--- config.mk ---
export PLATFORM = sky130hd
export DESIGN_NAME = apk_ctrl
export DESIGN_NICKNAME = d
export VERILOG_FILES = /design/src/apk_pkg.sv /design/src/apk_ctrl.sv /design/src/apk_sync2.sv
export SDC_FILE = /design/constraint.sdc
export NUM_CORES = 1
export LEC_CHECK = 0
export BUFFER_PORTS_ARGS = -buffer_cell sky130_fd_sc_hd__buf_2
export CAP_MARGIN = 15
export CORE_MARGIN = 1.5
export CORE_UTILIZATION = 25
export DETAILED_ROUTE_END_ITERATION = 7
export PLACE_DENSITY_LB_ADDON = 0.3
export SLEW_MARGIN = 20
export SYNTH_ARGS = -nofsm -noshare
export SYNTH_HDL_FRONTEND = slang
export SYNTH_HIERARCHICAL = 1
export SYNTH_SLANG_ARGS = --single-unit
--- constraint.sdc ---
create_clock -name ref_clk -period 3.1 [get_ports ref_clk]
set_clock_uncertainty 0.2 [all_clocks]
set_input_delay 0.155 -clock ref_clk [delete_from_list [all_inputs] [get_ports ref_clk]]
set_output_delay 0.155 -clock ref_clk [all_outputs]
set_load 0.02 [all_outputs]
--- src/apk_pkg.sv ---
/*
 * Shared constants and carrier types for the converter result, peak-hold and
 * power/calibration control logic.
 * Assumes a single 250 MHz clock domain and a synchronous active-high reset.
 */
package apk_pkg;

	localparam int RES_W = 20;
	localparam int HIGH_W = 16;
	localparam int LOW_W = 8;
	localparam int SUB_BITS = 4;

	localparam logic [HIGH_W-1:0] PEAK_RST = 16'h0000;
	localparam logic [HIGH_W-1:0] RESULT_HIGH_RST = 16'h0000;
	localparam logic [HIGH_W-1:0] DISPLAY_RST = 16'h0000;
	localparam logic [LOW_W-1:0] RESULT_LOW_RST = 8'h00;
	localparam logic [SUB_BITS-1:0] LOW_PAD = 4'h0;
	localparam logic [HIGH_W-1:0] SUB_MASK = 16'hfff0;

	// control bits as delivered by the serial register file
	typedef struct packed {
		logic peak_en;
		logic hold_en;
		logic serial_src;
		logic auto_offset_control;
		logic digital_powerdown;
		logic analog_powerdown;
		logic range_sel;
	} apk_ctrl_t;

	// enables toward the filter, display and analog front end
	typedef struct packed {
		logic filter_en;
		logic display_drv_en;
		logic modulator_en;
		logic input_buf_en;
	} apk_pwr_t;

	// display drive word
	typedef struct packed {
		logic minus_sign;
		logic supply_monitor_input_seg;
		logic [HIGH_W-1:0] magnitude;
	} apk_disp_t;

endpackage : apk_pkg

--- src/apk_ctrl.sv ---
/*
 * Result registers, peak tracking, display source and hold, negative display
 * formatting, supply-low flag, offset calibration and power-down control.
 * Assumes control bits and conversion results come from same-clock logic; the
 * supply monitor comparator output is asynchronous and is synchronised here.
 */
// Contract
// RULE1: peak register is 16-bit read-only, resets to zero, loaded only by tracking.
// RULE2: enabling peak tracking first copies present conversion result into peak register.
// RULE3: while tracking, a new result replaces the peak only when larger.
// RULE4: clearing the peak enable clears the peak register.
// RULE5: tracking is valid only within the documented reading range per variant.
// RULE6: peak held in two's complement; short variant keeps 12 bits above four sub-bits.
// RULE7: low result register is 8-bit, upper nibble result bits, lower nibble zero.
// RULE8: host joins high sixteen bits and low four bits into a 20-bit value.
// RULE9: reset returns every register and control path to its default.
// RULE10: offset calibration runs on every conversion while auto control bit is zero.
// RULE11: writing one to the enhanced trigger starts an enhanced offset calibration.
// RULE12: digital and analog power-down bits act independently.
// RULE13: digital power-down stops filter and display; analog stops modulator and buffers.
// RULE14: with peak tracking on, the display shows only the highest value.
// RULE15: with hold on, the display keeps the reading present at activation.
// RULE16: supply monitor below threshold sets supply-low flag and low-battery segment; code sets the segment only while digital power-down is off.
// RULE17: negative results display magnitude minus one with a minus sign.
// RULE18: display register loads from high result, peak, or serial writes by selection.
// RULE19: high result register holds the sixteen upper result bits, read-only.
// RULE20: peak comparison is signed so a less negative reading counts larger.
`timescale 1ns/1ns
`default_nettype none
module apk_ctrl
	import apk_pkg::*;
#(
	parameter bit FOUR_HALF = 1'b1,
	parameter int CONV_W = RES_W
) (
	// clock and reset
	input wire logic ref_clk,
	input wire logic sys_rst,
	// control bits from the register file
	input wire apk_ctrl_t ctrl,
	input wire logic enhanced_offset_trigger,
	input wire logic disp_wr,
	input wire logic [HIGH_W-1:0] disp_wdata,
	// digital filter side
	input wire logic conv_valid,
	input wire logic [CONV_W-1:0] conv_result,
	input wire logic cal_done,
	// supply monitor comparator, high while below threshold
	input wire logic supply_monitor_input,
	// readable registers
	output logic [HIGH_W-1:0] result_high_q,
	output logic [LOW_W-1:0] conversion_result_low_q,
	output logic [HIGH_W-1:0] peak_capture_q,
	output logic [HIGH_W-1:0] display_data_q,
	output logic supply_low_flag_q,
	output logic cal_busy_q,
	// analog and display control
	output apk_pwr_t pwr_q,
	output logic offset_cal_every_conv_q,
	output logic enhanced_cal_start_q,
	output apk_disp_t disp_q
);

	if (CONV_W != RES_W) begin : g_width_check
		$error("apk_ctrl: conversion width must be 20");
	end

	// short variant ignores the four trailing sub-bits
	function automatic logic [HIGH_W-1:0] trim(input logic [HIGH_W-1:0] v);
		trim = FOUR_HALF ? v : (v & SUB_MASK); // RULE6
	endfunction : trim

	logic peak_en_q;
	logic supply_low_s;
	logic conv_take;
	logic peak_start;
	logic peak_bigger;
	logic [HIGH_W-1:0] new_high;
	logic [HIGH_W-1:0] disp_val;

	assign new_high = trim(conv_result[CONV_W-1 -: HIGH_W]);
	// no new results while the filter or modulator is powered down
	assign conv_take = conv_valid && !ctrl.digital_powerdown && !ctrl.analog_powerdown; // RULE13
	assign peak_start = ctrl.peak_en && !peak_en_q; // RULE2
	// results outside the valid reading range are not guarded against
	assign peak_bigger = $signed(new_high) > $signed(peak_capture_q); // RULE20 RULE5
	assign disp_val = FOUR_HALF ? display_data_q : HIGH_W'($signed(display_data_q) >>> SUB_BITS);

	apk_sync2 u_supply_sync (
		.ref_clk(ref_clk),
		.sys_rst(sys_rst),
		.async_in(supply_monitor_input),
		.sync_out(supply_low_s)
	);

	always_ff @(posedge ref_clk) begin
		if (sys_rst) begin
			result_high_q <= RESULT_HIGH_RST; // RULE9
			conversion_result_low_q <= RESULT_LOW_RST;
		end else if (conv_take) begin
			result_high_q <= new_high; // RULE19
			conversion_result_low_q <= {conv_result[SUB_BITS-1:0], LOW_PAD}; // RULE7
		end
	end

	always_ff @(posedge ref_clk) begin
		if (sys_rst) begin
			peak_en_q <= 1'b0;
		end else begin
			peak_en_q <= ctrl.peak_en;
		end
	end

	always_ff @(posedge ref_clk) begin
		if (sys_rst) begin
			peak_capture_q <= PEAK_RST; // RULE1
		end else if (!ctrl.peak_en) begin
			peak_capture_q <= PEAK_RST; // RULE4
		end else if (peak_start) begin
			peak_capture_q <= result_high_q; // RULE2
		end else if (conv_take && peak_bigger) begin
			peak_capture_q <= new_high; // RULE3
		end
	end

	// hold outranks peak, peak outranks serial and result sources
	always_ff @(posedge ref_clk) begin
		if (sys_rst) begin
			display_data_q <= DISPLAY_RST;
		end else if (ctrl.hold_en) begin
			display_data_q <= display_data_q; // RULE15
		end else if (ctrl.peak_en) begin
			display_data_q <= peak_capture_q; // RULE14 RULE18
		end else if (ctrl.serial_src) begin
			if (disp_wr) begin
				display_data_q <= disp_wdata; // RULE18
			end
		end else begin
			display_data_q <= result_high_q; // RULE18
		end
	end

	// one's complement of a negative value is magnitude minus one
	always_ff @(posedge ref_clk) begin
		if (sys_rst) begin
			disp_q <= '0;
		end else begin
			disp_q.minus_sign <= disp_val[HIGH_W-1]; // RULE17
			disp_q.magnitude <= disp_val[HIGH_W-1] ? ~disp_val : disp_val; // RULE17
			disp_q.supply_monitor_input_seg <= supply_low_s && !ctrl.digital_powerdown; // RULE16
		end
	end

	always_ff @(posedge ref_clk) begin
		if (sys_rst) begin
			supply_low_flag_q <= 1'b0;
		end else begin
			supply_low_flag_q <= supply_low_s; // RULE16
		end
	end

	always_ff @(posedge ref_clk) begin
		if (sys_rst) begin
			pwr_q <= '0;
		end else begin
			pwr_q.filter_en <= !ctrl.digital_powerdown; // RULE12 RULE13
			pwr_q.display_drv_en <= !ctrl.digital_powerdown; // RULE13
			pwr_q.modulator_en <= !ctrl.analog_powerdown; // RULE12 RULE13
			pwr_q.input_buf_en <= !ctrl.analog_powerdown; // RULE13
		end
	end

	always_ff @(posedge ref_clk) begin
		if (sys_rst) begin
			offset_cal_every_conv_q <= 1'b0;
		end else begin
			offset_cal_every_conv_q <= !ctrl.auto_offset_control; // RULE10
		end
	end

	// a trigger landing on the done cycle restarts rather than being lost
	always_ff @(posedge ref_clk) begin
		if (sys_rst) begin
			cal_busy_q <= 1'b0;
			enhanced_cal_start_q <= 1'b0;
		end else begin
			enhanced_cal_start_q <= enhanced_offset_trigger; // RULE11
			if (enhanced_offset_trigger) begin
				cal_busy_q <= 1'b1; // RULE11
			end else if (cal_done) begin
				cal_busy_q <= 1'b0;
			end
		end
	end

	property p_peak_clear;
		@(posedge ref_clk) disable iff (sys_rst)
		!ctrl.peak_en |=> peak_capture_q == PEAK_RST;
	endproperty
	a_peak_clear: assert property (p_peak_clear) else $error("peak not cleared"); // RULE4

	property p_peak_start;
		@(posedge ref_clk) disable iff (sys_rst)
		peak_start |=> peak_capture_q == $past(result_high_q);
	endproperty
	a_peak_start: assert property (p_peak_start) else $error("peak start copy wrong"); // RULE2

	property p_peak_mono;
		@(posedge ref_clk) disable iff (sys_rst)
		(ctrl.peak_en && peak_en_q) ##1 ctrl.peak_en
			|-> $signed(peak_capture_q) >= $signed($past(peak_capture_q));
	endproperty
	a_peak_mono: assert property (p_peak_mono) else $error("peak decreased"); // RULE3

	property p_peak_update;
		@(posedge ref_clk) disable iff (sys_rst)
		(peak_en_q && ctrl.peak_en && conv_take && peak_bigger) ##1 ctrl.peak_en
			|-> peak_capture_q == $past(new_high);
	endproperty
	a_peak_update: assert property (p_peak_update) else $error("peak not updated"); // RULE3

	property p_low_nibble;
		@(posedge ref_clk) disable iff (sys_rst)
		conv_take |=> conversion_result_low_q == {$past(conv_result[3:0]), 4'h0};
	endproperty
	a_low_nibble: assert property (p_low_nibble) else $error("low result wrong"); // RULE7

	property p_high_load;
		@(posedge ref_clk) disable iff (sys_rst)
		conv_take |=> result_high_q == trim($past(conv_result[19:4]));
	endproperty
	a_high_load: assert property (p_high_load) else $error("high result wrong"); // RULE19

	property p_hold;
		@(posedge ref_clk) disable iff (sys_rst)
		ctrl.hold_en |=> $stable(display_data_q);
	endproperty
	a_hold: assert property (p_hold) else $error("display moved under hold"); // RULE15

	property p_peak_display;
		@(posedge ref_clk) disable iff (sys_rst)
		(!ctrl.hold_en && ctrl.peak_en) |=> display_data_q == $past(peak_capture_q);
	endproperty
	a_peak_display: assert property (p_peak_display) else $error("peak not shown"); // RULE14

	property p_negative;
		@(posedge ref_clk) disable iff (sys_rst)
		disp_val[15] |=> disp_q.minus_sign && disp_q.magnitude == ~$past(disp_val);
	endproperty
	a_negative: assert property (p_negative) else $error("negative display wrong"); // RULE17

	property p_supply;
		@(posedge ref_clk) disable iff (sys_rst)
		supply_low_s |=> supply_low_flag_q;
	endproperty
	a_supply: assert property (p_supply) else $error("supply-low flag missing"); // RULE16

	property p_powerdown;
		@(posedge ref_clk) disable iff (sys_rst)
		ctrl.digital_powerdown && !ctrl.analog_powerdown
			|=> !pwr_q.display_drv_en && !pwr_q.filter_en && pwr_q.modulator_en;
	endproperty
	a_powerdown: assert property (p_powerdown) else $error("power-down wrong"); // RULE13

	property p_cal;
		@(posedge ref_clk) disable iff (sys_rst)
		enhanced_offset_trigger |=> enhanced_cal_start_q && cal_busy_q;
	endproperty
	a_cal: assert property (p_cal) else $error("calibration not started"); // RULE11

	// not disabled by reset: this one guards the reset values themselves
	property p_reset_regs;
		@(posedge ref_clk)
		sys_rst |=> result_high_q == RESULT_HIGH_RST
			&& conversion_result_low_q == RESULT_LOW_RST && peak_capture_q == PEAK_RST
			&& display_data_q == DISPLAY_RST && !cal_busy_q;
	endproperty
	a_reset_regs: assert property (p_reset_regs) else $error("register not at default"); // RULE9

	property p_peak_idle;
		@(posedge ref_clk) disable iff (sys_rst)
		ctrl.peak_en && peak_en_q && !conv_take |=> $stable(peak_capture_q);
	endproperty
	a_peak_idle: assert property (p_peak_idle) else $error("peak moved without result"); // RULE1

	property p_peak_keep;
		@(posedge ref_clk) disable iff (sys_rst)
		ctrl.peak_en && peak_en_q && conv_take && !peak_bigger
			|=> $stable(peak_capture_q);
	endproperty
	a_peak_keep: assert property (p_peak_keep) else $error("smaller result replaced peak"); // RULE3

	property p_peak_signed;
		@(posedge ref_clk) disable iff (sys_rst)
		ctrl.peak_en && peak_en_q && conv_take && peak_capture_q[HIGH_W-1] && !new_high[HIGH_W-1]
			|=> !peak_capture_q[HIGH_W-1];
	endproperty
	a_peak_signed: assert property (p_peak_signed) else $error("signed peak compare wrong"); // RULE20

	property p_offset_auto;
		@(posedge ref_clk) disable iff (sys_rst)
		!ctrl.auto_offset_control |=> offset_cal_every_conv_q;
	endproperty
	a_offset_auto: assert property (p_offset_auto) else $error("auto offset cal off"); // RULE10

	property p_refuse_pd;
		@(posedge ref_clk) disable iff (sys_rst)
		conv_valid && (ctrl.digital_powerdown || ctrl.analog_powerdown)
			|=> $stable(result_high_q) && $stable(conversion_result_low_q);
	endproperty
	a_refuse_pd: assert property (p_refuse_pd) else $error("result taken in power-down"); // RULE13

	property p_analog_only;
		@(posedge ref_clk) disable iff (sys_rst)
		ctrl.analog_powerdown && !ctrl.digital_powerdown
			|=> pwr_q.filter_en && pwr_q.display_drv_en && !pwr_q.modulator_en && !pwr_q.input_buf_en;
	endproperty
	a_analog_only: assert property (p_analog_only) else $error("analog power-down wrong"); // RULE12

	property p_serial_write;
		@(posedge ref_clk) disable iff (sys_rst)
		!ctrl.hold_en && !ctrl.peak_en && ctrl.serial_src && disp_wr
			|=> display_data_q == $past(disp_wdata);
	endproperty
	a_serial_write: assert property (p_serial_write) else $error("serial write lost"); // RULE18

	property p_result_display;
		@(posedge ref_clk) disable iff (sys_rst)
		!ctrl.hold_en && !ctrl.peak_en && !ctrl.serial_src
			|=> display_data_q == $past(result_high_q);
	endproperty
	a_result_display: assert property (p_result_display) else $error("result not shown"); // RULE18

	property p_positive;
		@(posedge ref_clk) disable iff (sys_rst)
		!disp_val[HIGH_W-1]
			|=> !disp_q.minus_sign && disp_q.magnitude == $past(disp_val);
	endproperty
	a_positive: assert property (p_positive) else $error("positive display wrong"); // RULE17

	property p_low_seg;
		@(posedge ref_clk) disable iff (sys_rst)
		supply_low_s && !ctrl.digital_powerdown |=> disp_q.supply_monitor_input_seg;
	endproperty
	a_low_seg: assert property (p_low_seg) else $error("low-battery segment missing"); // RULE16

	property p_cal_end;
		@(posedge ref_clk) disable iff (sys_rst)
		cal_done && !enhanced_offset_trigger |=> !cal_busy_q;
	endproperty
	a_cal_end: assert property (p_cal_end) else $error("calibration busy after done"); // RULE11

	property p_cal_pulse;
		@(posedge ref_clk) disable iff (sys_rst)
		!enhanced_offset_trigger |=> !enhanced_cal_start_q;
	endproperty
	a_cal_pulse: assert property (p_cal_pulse) else $error("calibration start too long"); // RULE11

endmodule : apk_ctrl
`default_nettype wire

--- src/apk_sync2.sv ---
/*
 * Two-flop level synchroniser.
 * Assumes the input is a slow level from outside the clock domain.
 */
`timescale 1ns/1ns
`default_nettype none
module apk_sync2 (
	// clock and reset
	input wire logic ref_clk,
	input wire logic sys_rst,
	// level in and out
	input wire logic async_in,
	output logic sync_out
);

	logic meta_q;
	logic sync_q;

	always_ff @(posedge ref_clk) begin
		if (sys_rst) begin
			meta_q <= 1'b0;
			sync_q <= 1'b0;
		end else begin
			meta_q <= async_in;
			sync_q <= meta_q;
		end
	end

	assign sync_out = sync_q;

endmodule : apk_sync2
`default_nettype wire

==> reports/results.txt <==
Outcome -> finished, final reports clean
Max IR drop VDD -> 0.000241 V
HPWL after DPL -> 8490 um
Buf/Inv on CP -> 2
CTS Root Cell -> clkbuf_16
# IOs -> 132
Multi-input logic area -> 1900 um^2
PortBufs -> 126
DR WL met2 -> 5440 um
Routed Antenna Nets -> 0
Synth area leaders -> dfxtp_1, mux2i_1, nand2_1
Number of global-route vias before repair -> 3442
Vias -> 3524
Clock tree buffer depth -> 2
Seq/Total Area, Yosys -> 42.9%
Final setup margin -> 0.249 ns
Syn avg cell area -> 8.60 um^2
Max-cap violations -> 0
Post-synth EDFFs -> 0
Iter 0 DRT Violations -> 269
Mapped Cells -> 429
GP Congestion -> 0.839
Drt wl/cell -> 15.0 um
Die Height -> 124 um
Grt total ovfl -> 0
DR DRC count -> 0
Ant diodes -> 0
FILL cells -> 1526
Leakage power -> 2.18 nW
Placement Cell Area -> 4460 um^2
Layout cells sized above 1 -> 27.5%
Worst path arrival time -> 2.91 ns
CP top delay family -> simple AND/OR/NAND/NOR gates
Top post-synthesis cells by count -> dfxtp_1, nand2_1, nor2_1
Htree depth -> 3
Most frequent cell after synthesis -> dfxtp_1
Largest area contributor in the netlist -> dfxtp_1
Final setup viols -> 0
Number of synthesized register bits -> 79
Worst-skew pair later-pin latency -> 0.34 ns
Synth cell types -> 32
Count of final max-slew check failures -> 0
DR top layer -> met4
Async set-or-reset flop fraction in the synthesized netlist -> 0%
Pre-CTS setup slack -> -0.0337 ns
First-pass GRT wire length -> 18300 um
YS warnings -> 6
Relative slew slack -> 36.9%
CP Launch Type -> input port
HP Class -> in -> reg
Initial core utilization -> 25.5%
CTS tree -> built
CTS clock-pin slew for the worst setup and hold paths -> 0.06 ns
Count of final hold-check violations -> 0
WP data required -> 3.16 ns
Cell area power density -> 508 nW/um^2
Storage cell area -> 1580 um^2
Design Power -> 2.56 mW
Final Non-Filler Cells -> 758
Vias/cell -> 4.65
Ordered cell list for the critical path -> dlygate4sd3_1 > buf_2 > ha_1 > nand4_4 > nor4_2 > nor2_2 > o311ai_4 > a21o_1 > a31oi_1
RSZ-0062 raised after global routing -> no
Core Rows -> 44
Measured slew at the worst slew-check pin -> 0.945 ns
Top_reg_cell synth -> dfxtp_1
CTS sink count -> 79
Final Net Count -> 635
Num CTS Buffers -> 9
Kind of critical path -> in -> reg
Worst stage delay on the critical path -> 0.56 ns
Drt total wl -> 11400 um
Antenna violations before repair -> 0
CP Max Fanout -> 17
Synthesized area -> 3690 um^2
Gr usage total -> 14.8%
Highest-delay cell along the critical path -> nor2_2
Placed cell count -> 716
Fmax achieved -> 0.351 GHz
Area Overhead vs Synth -> 36.5%
Tcrit/Tclk final -> 92.0%
WL met3 -> 665 um
Met1 WL -> 4990 um
Top-area cell type share of the netlist area -> 42.9%
Die ar. -> 15500 um^2
Final worst path period need -> 2.85 ns
Worst Setup End Kind -> flip-flop
Largest net degree at the start of global routing -> 40
Die Wd -> 124 um
Drt pass-1 iters -> 4
Post-route cell area -> 5030 um^2
Core footprint -> 14500 um^2
sequential cells by signal, indices dropped and copies added (netlist names), 2 cells and up:
name,count
disp_q,18
display_data_q,16
peak_capture_q,16
pwr_q,2
result_high_q,16
conversion_result_low_q,4
worst min-delay path, cell delays in order:
cell and delay (ns):
buf_2 0.08, mux2i_1 0.05, o21ai_0 0.15, mux2i_1 0.07, nor2_1 0.07
metal layers:
layer  GRT usage, %  vias up
met2           24.5      123
met4           6.56        0
met1           18.7     1634
met5              0        -
met3           2.92       21
li1               -     1746
final timing paths:
kind | startpoint | endpoint | slack [ns] | cells past startpoint
hold reg to reg | u_supply_sync/meta_q | u_supply_sync/sync_out | 0.25 | 1
setup / recovery | conv_result[19] | peak_capture_q[0] | 0.25 | 9
setup reg to reg | peak_capture_q[15] | peak_capture_q[0] | 0.31 | 8
hold / removal | disp_wdata[5] | display_data_q[5] | 0.08 | 5
per-stage QoR:
step | hold slack (ns) | TNS (ns) | util, %
after floorplan | 0.0266 | 0 | -
after global placement | 0.114 | -0.217 | 30.7
after detailed placement | 0.115 | -0.0337 | 30.8
after CTS | 0.0657 | 0 | 34.7
after global routing | 0.0770 | 0 | 34.8
final | 0.0836 | 0 | 34.8
repair_timing:
action / in CTS / in global routing
endpoints found under the setup margin: 1 / 1
buffers inserted: 0 / 0
resized for setup: 1 / 1
endpoints found under the hold margin: 42 / 0
cloned: 0 / 0
hold buffers: 26 / 0
cells in the final DEF, fill, tap and decap left out, drive strengths merged, types with 17 or more instances in the layout:
cell type	n
dlygate4sd3	26
o21ai	34
nand2	59
buf	134
inv	17
mux2i	32
a21oi	28
dfxtp	79
nor2	39
nand3	17
kinds of logic (layout without fill, tap and decap cells):
logic type / after synthesis / after routing / synth area share, %
other: 1 / 5 / 0.102
buffers and inverters: 52 / 193 / 6.58
and+or+nand+nor: 134 / 134 / 16.3
adders and majority gates: 16 / 16 / 5.43
xor gates and xnor gates: 15 / 15 / 3.56
DFF: 79 / 79 / 42.9
AOI/OAI and AO/OA: 100 / 100 / 16.5
muxes: 32 / 32 / 8.68
layout make-up:
cell class	instances	area share, %
multi-input combinational	302	37.7
sequential	79	31.4
timing repair buffer	160	18.9
clock buffer	13	5.37
tap	184	4.57
inverter	17	1.27
clock inverter	3	0.795
power by group:
group | internal (mW) | switching, mW | total (mW)
combinational | 0.151 | 0.226 | 0.378
clock | 0.687 | 0.404 | 1.09
sequential | 1.06 | 0.0330 | 1.09
Note: power is estimated with default switching activity, not from simulation.
